[src/uhc_pkg.sv]
// package of constants and carrier types for the hub strap configuration block
package uhc_pkg;

    // core clock rate and pull-up disable time
    localparam int unsigned CLK_HZ        = 50_000_000;
    localparam int unsigned PUR_TIME_US   = 3000;
    localparam int unsigned PUR_CYCLES    = (CLK_HZ / 1_000_000) * PUR_TIME_US;
    localparam int unsigned PUR_CNT_W     = 18;

    // edges after reset before the strap synchronisers hold pin values
    localparam logic [1:0]  SYNC_FILL     = 2'h2;

    // port counts
    localparam int unsigned MAX_PORTS     = 3;
    localparam logic [1:0]  PORTS_THREE   = 2'h3;
    localparam logic [1:0]  PORTS_TWO     = 2'h2;

    // pll output rate and reference rate
    localparam int unsigned PLL_REF_HZ    = 6_000_000;
    localparam int unsigned PLL_OUT_HZ    = 48_000_000;

    // nonremovable codes and device-removable field values
    localparam logic [1:0]  NR_NONE       = 2'h0;
    localparam logic [1:0]  NR_ONE        = 2'h1;
    localparam logic [1:0]  NR_TWO        = 2'h2;
    localparam logic [1:0]  NR_ALL        = 2'h3;
    localparam logic [7:0]  DR_NONE       = 8'h00;
    localparam logic [7:0]  DR_P1         = 8'h02;
    localparam logic [7:0]  DR_P12        = 8'h06;
    localparam logic [7:0]  DR_P123       = 8'h0E;
    localparam int unsigned HC_COMPOUND_BIT = 2;
    localparam logic [15:0] HC_BASE       = 16'h0000;

    // default identifiers (values arbitrary)
    localparam logic [15:0] DEF_VID       = 16'h1234;
    localparam logic [15:0] DEF_PID       = 16'h5678;

    // eeprom image layout
    localparam int unsigned EE_IMG_W      = 33;
    localparam int unsigned EE_GANG_BIT   = 32;

    // pull-up timer states
    typedef enum logic [1:0] {
        PUR_HOLD = 2'b01,
        PUR_ON   = 2'b10
    } uhc_pur_st_t;

    // strap set as caught after reset
    typedef struct packed {
        logic       eeprom_select_n;
        logic       three_port_select_n;
        logic [1:0] nonremovable_code;
        logic       clock_mode;
        logic       gang_pin;
    } uhc_straps_t;

    // descriptor fields presented to the enumeration engine
    typedef struct packed {
        logic [15:0] vendor_id;
        logic [15:0] product_id;
        logic [1:0]  port_count;
        logic [7:0]  device_removable;
        logic [15:0] hub_characteristics;
        logic        self_powered;
        logic        ganged;
    } uhc_desc_t;

endpackage

[src/uhc_strap_config.sv]
// strap sampling, descriptor fields, port power and pull-up timer of the hub
//
// Summary of operation
// - strap high: default IDs, no eeprom used
// - strap high: data pin is gang select
// - strap low: IDs and gang from eeprom
// - overcurrent drops matching port power enable
// - ganged: enables of existing ports together, any overcurrent
// - non-ganged: each port handled on its own
// - clock-mode low: core runs from pll
// - clock-mode high: direct clock, pll powered down
// - pll turns 6 MHz into 48 MHz
// - suspend gates the device clock off
// - port-count strap low three ports, high two
// - removable field zero or port1 bit
// - code 10 ports 1-2, 11 per count
// - compound bit set unless code 00
// - slew rate follows attached device speed
// - power strap picks bus or self power
// - pull-up disabled 3 ms after events
// - pull-up low until counter expires, then high
`timescale 1ns/1ps
module uhc_strap_config #(
    parameter int unsigned PUR_CYCLES = uhc_pkg::PUR_CYCLES,
    parameter int unsigned NPORTS     = uhc_pkg::MAX_PORTS
) (
    input  wire logic                      sys_clk,
    input  wire logic                      rst,
    input  wire logic                      eeprom_select_n,
    input  wire logic                      three_port_select_n,
    input  wire logic [1:0]                nonremovable_code,
    input  wire logic                      power_source_select,
    input  wire logic                      clock_mode,
    input  wire logic                      gang_data_in,
    input  wire logic                      eeprom_done,
    input  wire logic [uhc_pkg::EE_IMG_W-1:0] eeprom_image,
    input  wire logic [NPORTS-1:0]         overcurrent_sense_n,
    input  wire logic [NPORTS-1:0]         port_power_request,
    input  wire logic [NPORTS-1:0]         port_low_speed,
    input  wire logic                      suspend_req,
    output logic                           eeprom_read_start,
    output logic                           eeprom_serial_clock_oe_n,
    output logic [NPORTS-1:0]              port_power_enable,
    output logic [NPORTS-1:0]              port_overcurrent,
    output logic [NPORTS-1:0]              port_slow_slew,
    output logic                           upstream_pullup_control,
    output logic                           pll_select,
    output logic                           pll_power_down,
    output logic                           osc_power_down,
    output logic                           core_clock_gate,
    output logic                           suspend_status_out,
    output logic                           config_valid,
    output uhc_pkg::uhc_desc_t             desc
);

    // all state in one packed struct
    typedef struct packed {
        logic [1:0]            pss_sync;
        logic [NPORTS-1:0]     oc_s1;
        logic [NPORTS-1:0]     oc_s2;
        logic [5:0]            strap_s1;
        logic [5:0]            strap_s2;
        logic                  sampled;
        logic [1:0]            fill;
        uhc_pkg::uhc_straps_t  straps;
        logic                  pss_last;
        uhc_pkg::uhc_pur_st_t  pur_st;
        logic [uhc_pkg::PUR_CNT_W-1:0] pur_cnt;
        logic                  ee_start;
        logic                  ee_loaded;
        logic [15:0]           vid;
        logic [15:0]           pid;
        logic                  ganged;
        logic [NPORTS-1:0]     pwr_en;
        logic [NPORTS-1:0]     oc_flag;
        logic [NPORTS-1:0]     slow;
        logic                  susp;
        uhc_pkg::uhc_desc_t    desc;
    } uhc_state_t;

    uhc_state_t st_r;
    uhc_state_t st_nxt;

    localparam logic [uhc_pkg::PUR_CNT_W-1:0] PUR_LAST =
        uhc_pkg::PUR_CNT_W'(PUR_CYCLES - 1);

    // next-state logic
    always_comb
    begin
        logic [NPORTS-1:0] oc_now;
        logic              any_oc;
        logic              three;
        logic [7:0]        dr;
        oc_now = '0;
        any_oc = 1'b0;
        three  = 1'b0;
        dr     = uhc_pkg::DR_NONE;
        st_nxt = st_r;

        // two-flop synchronisers for the power strap, overcurrent and strap pins
        st_nxt.pss_sync = {st_r.pss_sync[0], power_source_select};
        st_nxt.oc_s1    = ~overcurrent_sense_n;
        st_nxt.oc_s2    = st_r.oc_s1;
        st_nxt.strap_s1 = {eeprom_select_n, three_port_select_n, nonremovable_code,
                           clock_mode, gang_data_in};
        st_nxt.strap_s2 = st_r.strap_s1;

        // straps caught once after reset, once the synchronisers are filled;
        // catching earlier would take the reset zeros as strap levels
        if (!st_r.sampled)
        begin
            if (st_r.fill == uhc_pkg::SYNC_FILL)
            begin
                st_nxt.sampled  = 1'b1;
                st_nxt.straps   = st_r.strap_s2;
                st_nxt.pss_last = st_r.pss_sync[1];
            end
            else
                st_nxt.fill = st_r.fill + 2'h1;
        end

        // pull-up timer: restarts on any power strap change
        st_nxt.pss_last = st_r.sampled ? st_r.pss_sync[1] : st_nxt.pss_last;
        case (st_r.pur_st)
            uhc_pkg::PUR_HOLD:
            begin
                if (st_r.pur_cnt == PUR_LAST)
                    st_nxt.pur_st = uhc_pkg::PUR_ON;
                else
                    st_nxt.pur_cnt = st_r.pur_cnt + 1'b1;
            end
            uhc_pkg::PUR_ON:
                st_nxt.pur_st = uhc_pkg::PUR_ON;
            default:
                st_nxt.pur_st = uhc_pkg::PUR_HOLD;
        endcase
        if (st_r.sampled && (st_r.pss_sync[1] != st_r.pss_last))
        begin
            st_nxt.pur_st  = uhc_pkg::PUR_HOLD;
            st_nxt.pur_cnt = '0;
        end

        // identifier source: defaults or eeprom image
        st_nxt.ee_start = 1'b0;
        if (st_r.sampled && !st_r.ee_loaded)
        begin
            if (st_r.straps.eeprom_select_n)
            begin
                st_nxt.vid       = uhc_pkg::DEF_VID;
                st_nxt.pid       = uhc_pkg::DEF_PID;
                st_nxt.ganged    = st_r.straps.gang_pin;
                st_nxt.ee_loaded = 1'b1;
            end
            else if (eeprom_done)
            begin
                st_nxt.vid       = eeprom_image[31:16];
                st_nxt.pid       = eeprom_image[15:0];
                st_nxt.ganged    = eeprom_image[uhc_pkg::EE_GANG_BIT];
                st_nxt.ee_loaded = 1'b1;
            end
            else
                st_nxt.ee_start = ~st_r.ee_start;
        end

        // overcurrent handling and port power
        any_oc = |st_r.oc_s2;
        for (int i = 0; i < NPORTS; i++)
        begin
            if (st_r.ganged)
                oc_now[i] = any_oc;
            else
                oc_now[i] = st_r.oc_s2[i];
        end
        st_nxt.oc_flag = oc_now;
        for (int i = 0; i < NPORTS; i++)
        begin
            if (st_r.ganged)
                st_nxt.pwr_en[i] = port_power_request[0] & ~any_oc;
            else
                st_nxt.pwr_en[i] = port_power_request[i] & ~oc_now[i];
        end
        if (!st_r.ee_loaded)
            st_nxt.pwr_en = '0;
        three = ~st_r.straps.three_port_select_n;
        if (!three)
            st_nxt.pwr_en[NPORTS-1] = 1'b0;

        // slew rate follows speed of attached device
        st_nxt.slow = port_low_speed;
        st_nxt.susp = suspend_req;

        // descriptor fields
        case (st_r.straps.nonremovable_code)
            uhc_pkg::NR_NONE: dr = uhc_pkg::DR_NONE;
            uhc_pkg::NR_ONE:  dr = uhc_pkg::DR_P1;
            uhc_pkg::NR_TWO:  dr = uhc_pkg::DR_P12;
            uhc_pkg::NR_ALL:  dr = three ? uhc_pkg::DR_P123 : uhc_pkg::DR_P12;
            default:          dr = uhc_pkg::DR_NONE;
        endcase
        // ids and gang mode appear in the same cycle as config_valid
        st_nxt.desc.vendor_id        = st_nxt.vid;
        st_nxt.desc.product_id       = st_nxt.pid;
        st_nxt.desc.port_count       = three ? uhc_pkg::PORTS_THREE
                                             : uhc_pkg::PORTS_TWO;
        st_nxt.desc.device_removable = dr;
        st_nxt.desc.hub_characteristics = uhc_pkg::HC_BASE;
        st_nxt.desc.hub_characteristics[uhc_pkg::HC_COMPOUND_BIT] =
            (st_r.straps.nonremovable_code != uhc_pkg::NR_NONE);
        st_nxt.desc.self_powered     = st_r.pss_sync[1];
        st_nxt.desc.ganged           = st_nxt.ganged;
    end

    // state register
    always_ff @(posedge sys_clk)
    begin
        if (rst)
        begin
            st_r         <= '0;
            st_r.pur_st  <= uhc_pkg::PUR_HOLD;
            st_r.straps.eeprom_select_n <= 1'b1;
        end
        else
            st_r <= st_nxt;
    end

    // outputs
    assign eeprom_read_start        = st_r.ee_start;
    assign eeprom_serial_clock_oe_n = st_r.straps.eeprom_select_n | st_r.ee_loaded;
    assign port_power_enable        = st_r.pwr_en;
    assign port_overcurrent         = st_r.oc_flag;
    assign port_slow_slew           = st_r.slow;
    assign upstream_pullup_control  = (st_r.pur_st == uhc_pkg::PUR_ON);
    assign pll_select               = ~st_r.straps.clock_mode;
    assign pll_power_down           = st_r.straps.clock_mode;
    assign osc_power_down           = st_r.straps.clock_mode | st_r.susp;
    assign core_clock_gate          = st_r.susp;
    assign suspend_status_out       = st_r.susp;
    assign config_valid             = st_r.ee_loaded;
    assign desc                     = st_r.desc;

endmodule

[config.mk]
export PLATFORM = sky130hd
export DESIGN_NAME = uhc_strap_config
export DESIGN_NICKNAME = d
export VERILOG_FILES = /design/src/uhc_pkg.sv /design/src/uhc_strap_config.sv
export SDC_FILE = /design/constraint.sdc
export NUM_CORES = 1
export LEC_CHECK = 0
export BUFFER_PORTS_ARGS = -buffer_cell sky130_fd_sc_hd__buf_4
export CAP_MARGIN = 10
export CORE_ASPECT_RATIO = 1.25
export CORE_MARGIN = 2
export CORE_UTILIZATION = 46
export DETAILED_ROUTE_END_ITERATION = 6
export PLACE_DENSITY_LB_ADDON = 0.25
export SYNTH_ARGS = -nofsm -noshare
export SYNTH_HDL_FRONTEND = slang
export SYNTH_SLANG_ARGS = --single-unit
[constraint.sdc]
create_clock -name sys_clk -period 2 [get_ports sys_clk]
set_input_delay 0.4 -clock sys_clk [delete_from_list [all_inputs] [get_ports sys_clk]]
set_output_delay 0.4 -clock sys_clk [all_outputs]
set_load 0.02 [all_outputs]
==> impl_metrics.toml, run 1 <==
[outcome]
status = "finished, final reports clean"

[drt]
finalWirelength_um = 8070
drt-wirelength-per-cell_um = 12.7
routed_via_density = 4.90
ant_nets = 0
dr.first_iter.drc_count = 93
remaining_drc_errors = 0
num_vias = 3105
dr.pass1.iters = 4

[yosys]
ys_seq_elements = 101
synth_top_area_cell = "dfxtp_1"
synth_ff_type = "dfxtp_1"
avgSynthCellArea_um2 = 9.30
yosysSeqAreaShare = 0.486
synthArstFlopShare = 0
synth_edf_count = 0
synth_cell_types = 47
ys.warnings.count = 0
synthTopCellsByArea = "dfxtp_1 (49%), buf_4 (13%), nor3_1 (3.9%)"
syn_area_um2 = 4160
syn_inst = 447
synth_top_area_share = 0.486

[clock_tree]
cts_root_buffer = "clkbuf_8"
cts_tree = "done"
cts_resized = 0
cts_buffers = 9
postCtsHoldBufs = 0
worstSkewPairLatency_ns = 0.36
cts.path.max_buffers = 2
post-cts-setup-buffer-count = 0
h-tree-depth = 3
clk_pin_slew_worst_paths_ns = 0.09
cts_sinks = 101

[timing]
fmax_mhz = 530
period_share = 0.943
setup_viol = 0
worst_pin_slew_ns = 0.528
setup-tns-final_ns = 0
rsz0062_at_grt = "no"
timing.final.max_slew_violations = 0
relSlewSlack = 0.648
skew_ns = 0.00528
hold_violations = 0
period_minus_slack_ns = 1.89

[floorplanning]
core_region_area_um2 = 8750
die-area_um2 = 9820
die_y_um = 110
die_width_um = 89.0
rows = 38
start_util = 0.475
io_pins = 131

[cells_and_area]
multi_input_area_um2 = 1550
syn_to_final_growth_pct = 17.4
fin_util = 0.558
nets = 567
drive_above_1_share = 0.288
seq_area_um2 = 2020
antenna_cells = 0
n_fill_cell = 827
final_cell_mix = "buf_4 (124), dfxtp_1 (100), nor2_1 (42), nor3_1 (32), nor2b_1 (24)"
layout_commonest_cell = "buf_4"

[critical_path]
crit_path_top_delay_cell = "or4_1"
worstPathArrival_ns = 2.17
cp_top_family = "simple AND/OR/NAND/NOR gates"
crit_type = "flop to flop"
crit_path_max_incr_delay_ns = 0.59
critPathMaxFanout = 7
cp_common_cell = "or4_1"
critPathCaptureType = "flop"
cp_num_buf_inv = 0
start_kind = "flop"
crit_required_ns = 2.29
path_cells = "nand4_4, or4_1, or4_1, a21oi_1"

[placed_design]
place.port_buffers = 110
dpl.hpwl_um = 5790
gp_congestion = 0.826

[global_routing]
grt_pass1_wl_um = 12800
grt_max_degree = 46
grt_usage = 0.168
antenna_found_initial = 0
grt_overflow = 0
grt_pass1_vias = 2824

[job]
drv_cap = 0

[power]
peakVddDrop_mv = 0.362
fin_total_pwr_mw = 4.39
power_leakage_nw = 2.09
pwr_density_cell_nw_per_um2 = 899

[worst_hold_path]
min_path_type = "primary input to flop"
-- cells in the mapped netlist, types with 6 or more instances --
cell type  number
a21oi_1        18
a22o_1         18
buf_4          70
clkbuf_1       18
dfxtp_1       101
inv_1          12
mux2i_1         9
nand2_1        19
nand4_1         6
nor2_1         42
nor2b_1        24
nor3_1         32
o21ai_0        10
-- metrics by stage --
| stage | hold WS (ns) | setup WS, ns | instances | area (µm²) |
|---|---|---|---|---|
| 6_report | 0.185 | 0.114 | 634 | 4880 |
| 5_1_grt | 0.168 | 0.0135 | 634 | 4880 |
| 4_1_cts | 0.170 | 0.0863 | 633 | 4860 |
| 3_5_place_dp | 0.422 | 0.0797 | 618 | 4700 |
| 3_3_place_gp | 0.418 | 0.162 | 618 | 4700 |
| 2_1_floorplan | 0.414 | 0.117 | 466 | 4230 |
-- cell type report --
type,count,area share
repair buffers,125,0.194
flip-flops and latches,101,0.415
multi-input cells,261,0.318
clock buffers,11,0.0290
clock inverters,4,0.00487
inverters,12,0.00923
well taps,120,0.0308
-- per-layer routing --
| metal | global-route usage | share of wire |
|---|---|---|
| met1 | 0.204 | 0.44 |
| met2 | 0.283 | 0.48 |
| met3 | 0.0350 | 0.063 |
| met4 | 0.0789 | 0.015 |
| met5 | 0 | 0 |
-- power by group --
| part | leakage, nW | switching, mW | internal [mW] |
|---|---|---|---|
| clock network | 0.0893 | 0.649 | 0.479 |
| registers | 0.824 | 0.0991 | 2.18 |
| logic | 1.18 | 0.556 | 0.427 |
| total | 2.09 | 1.30 | 3.08 |
-- final timing paths --
path                                              from                end  slack [ns]  depth (start not counted)
worst max-delay path                         st_r[112]          st_r[122]        0.11                          4
worst min-delay path            overcurrent_sense_n[2]        st_nxt[149]        0.19                          2
worst max register to register               st_r[112]          st_r[122]        0.11                          4
worst min register to register       eeprom_read_start  eeprom_read_start        0.44                          1
-- flip-flops by register name (all words and copies together) (netlist names) --
signal	count
desc	39
pll_power_down	1
config_valid	1
core_clock_gate	1
st_r	38
eeprom_read_start	1
st_nxt	11
port_power_enable	3
port_slow_slew	3
port_overcurrent	3
-- kinds of logic (layout without fill, tap and decap cells) --
family,after synthesis,count (layout),share of synthesized area
flip-flops,101,101,0.486
AND/OR/NAND/NOR,156,156,0.198
adder cells (fa/ha/maj),4,4,0.0120
other,1,20,0.000902
multiplexers,9,9,0.0217
buffers and inverters,104,152,0.157
AO/OA/AOI/OAI,65,65,0.108
XOR/XNOR,7,7,0.0148
Note: power is estimated with default switching activity, not from simulation.
==> inputs of run 2 (changes only) <==
--- a/config.mk
+++ b/config.mk
@@ -12,6 +12,7 @@
 export CORE_UTILIZATION = 46
 export DETAILED_ROUTE_END_ITERATION = 6
 export PLACE_DENSITY_LB_ADDON = 0.25
+export SETUP_SLACK_MARGIN = 0.15
 export SYNTH_ARGS = -nofsm -noshare
 export SYNTH_HDL_FRONTEND = slang
 export SYNTH_SLANG_ARGS = --single-unit
==> constraint.sdc (replaced) <==
create_clock -name sys_clk -period 1.6 [get_ports sys_clk]
set_input_delay 0.32 -clock sys_clk [delete_from_list [all_inputs] [get_ports sys_clk]]
set_output_delay 0.32 -clock sys_clk [all_outputs]
set_load 0.02 [all_outputs]
==> run 2 against run 1 <==
  * Wire length rose by 14%
  * Critical path depth did not move
  * Fmax rose by 14%
  * Register-to-register slack got worse by 0.16 ns
  * The flow now finishes with violations (negative setup slack)
  * Global-route usage rose by 1.2 points
  * Power rose by 32%
  * Via count rose by 6.3%
  * Utilization rose by 7.6 points
  * Design area rose by 14%
  * Sequential share of layout area fell by 4.4 points
  * Largest cell class unchanged
==> impl_metrics.toml, run 2 (same netlist as run 1, synthesis figures left out) <==
[placed_design]
dpl.hpwl_um = 6220
dpl_cell_area_um2 = 4920
pre_cts_slack_ns = -0.149
place_inst = 639
gp_congestion = 0.837
place.port_buffers = 110

[timing]
setup-tns-final_ns = -0.121
period_share = 1.03
finalWorstSetupSlack_ns = -0.0497
hold_violations = 0
skew_ns = 0.0107
fmax_mhz = 606
rsz0062_at_grt = "yes"
setup_viol = 3
period_minus_slack_ns = 1.65
timing.final.max_slew_violations = 0
timing.hold.ws_ns = 0.0978

[cells_and_area]
fin_cells = 672
design_area_um2 = 5540
layout_commonest_cell = "buf_4"
drive_above_1_share = 0.431
nets = 605
final_cell_mix = "buf_4 (147), dfxtp_1 (84), nor2_1 (40), nor3_1 (29), nor2b_1 (24)"
antenna_cells = 0
largest_reg_flops = 39
syn_to_final_growth_pct = 33.3

[critical_path]
reg2reg_setup_slack_ns = -0.05
crit_path_top_delay_cell = "or4_4"
rr_startpoint = "st_r[116]"
crit_required_ns = 1.90
cp_num_buf_inv = 1
crit_path_max_incr_delay_ns = 0.56
start_kind = "flop"
critPathCaptureType = "flop"
critPathMaxFanout = 5
cp_common_cell = "or4_4"
path_cells = "inv_2, or4_4, or4_4, a21oi_2"
reg2reg_depth = 4
crit_type = "flop to flop"
cp_top_family = "simple AND/OR/NAND/NOR gates"
timing.rr.end = "st_r[120]"
worstPathArrival_ns = 1.95

[floorplanning]
io_pins = 131
die_y_um = 110
start_util = 0.475
die_width_um = 89.0
die-area_um2 = 9820
rows = 38
core_region_area_um2 = 8750

[outcome]
violations = "negative setup slack"
status = "finished, violations left"

[clock_tree]
cts_buffers = 9
clk_pin_slew_worst_paths_ns = 0.09
worstSkewPairLatency_ns = 0.36
cts_sinks = 101
cts_root_buffer = "clkbuf_8"
postCtsHoldBufs = 0
h-tree-depth = 3
cts.path.max_buffers = 2
cts_tree = "done"

[drt]
ant_nets = 0
finalWirelength_um = 9170
routed_via_density = 4.91
remaining_drc_errors = 0
drt-wirelength-per-cell_um = 13.6
dr.pass1.iters = 4
dr.first_iter.drc_count = 124
num_vias = 3302

[global_routing]
antenna_found_initial = 0
grt_usage = 0.180
grt_pass1_wl_um = 13800
grt_overflow = 0
grt_pass1_vias = 3058
grt_max_degree = 35

[power]
power_leakage_nw = 2.43
peakVddDrop_mv = 0.566
pwr_density_cell_nw_per_um2 = 1050

[job]
drv_cap = 0

[worst_hold_path]
hold_start = "overcurrent_sense_n[1]"
min_path_type = "primary input to flop"
min_to = "st_nxt[148]"
whs_path_depth = 2
run 2: cell types whose count changed in the layout (fill, tap and decap cells not counted), moves of 5 or more:
cell,change
buf_4,+23
a21oi_2,+5
buf_6,+12
dfxtp_2,+11
dfxtp_4,+5
dfxtp_1,-16
a21oi_1,-5
run 2: layout make-up:
| cell class | instances | area, µm² |
|---|---|---|
| Fill cell | 744 | 3210 |
| Sequential cell | 101 | 2060 |
| Multi-Input combinational cell | 261 | 1790 |
| Timing Repair Buffer | 163 | 1310 |
| Clock buffer | 12 | 166 |
| Tap cell | 120 | 150 |
| Inverter | 12 | 47.5 |
| Clock inverter | 3 | 25.0 |
run 2: stage by stage:
stage,power (mW),utilization
finish,5.80,0.633
global placement,4.16,0.562
CTS,5.80,0.610
global route,6.09,0.633
detailed placement,4.19,0.562
floorplan,3.87,-
run 2: per-layer routing:
layer / GRT usage / up-vias / share of wire
met5: 0 / - / 0
met4: 0.0821 / 0 / 0.017
met3: 0.0372 / 11 / 0.064
met2: 0.310 / 95 / 0.51
met1: 0.215 / 1571 / 0.41
li1: - / 1625 / -
run 2: where the power goes:
group / total [mW] / switching, mW / internal, mW
logic: 1.40 / 0.753 / 0.648
registers: 2.85 / 0.127 / 2.72
clock network: 1.55 / 0.844 / 0.707
run 2: worst max path at each step:
stage / endpoint / slack (ns) / start / depth (start not counted)
floorplan: st_r[122] / -0.17 / st_r[110] / 5
global placement: st_r[122] / -0.08 / st_r[113] / 4
detailed placement: st_r[122] / -0.15 / st_r[113] / 4
CTS: st_r[120] / -0.07 / st_r[113] / 4
global route: st_r[120] / -0.09 / st_r[115] / 4
finish: st_r[120] / -0.05 / st_r[116] / 4
run 2: what timing repair did:
item	in CTS	in global routing
pin swaps	12	15
gates resized for setup	39	34
setup buffers	9	9
setup endpoints to repair	35	38
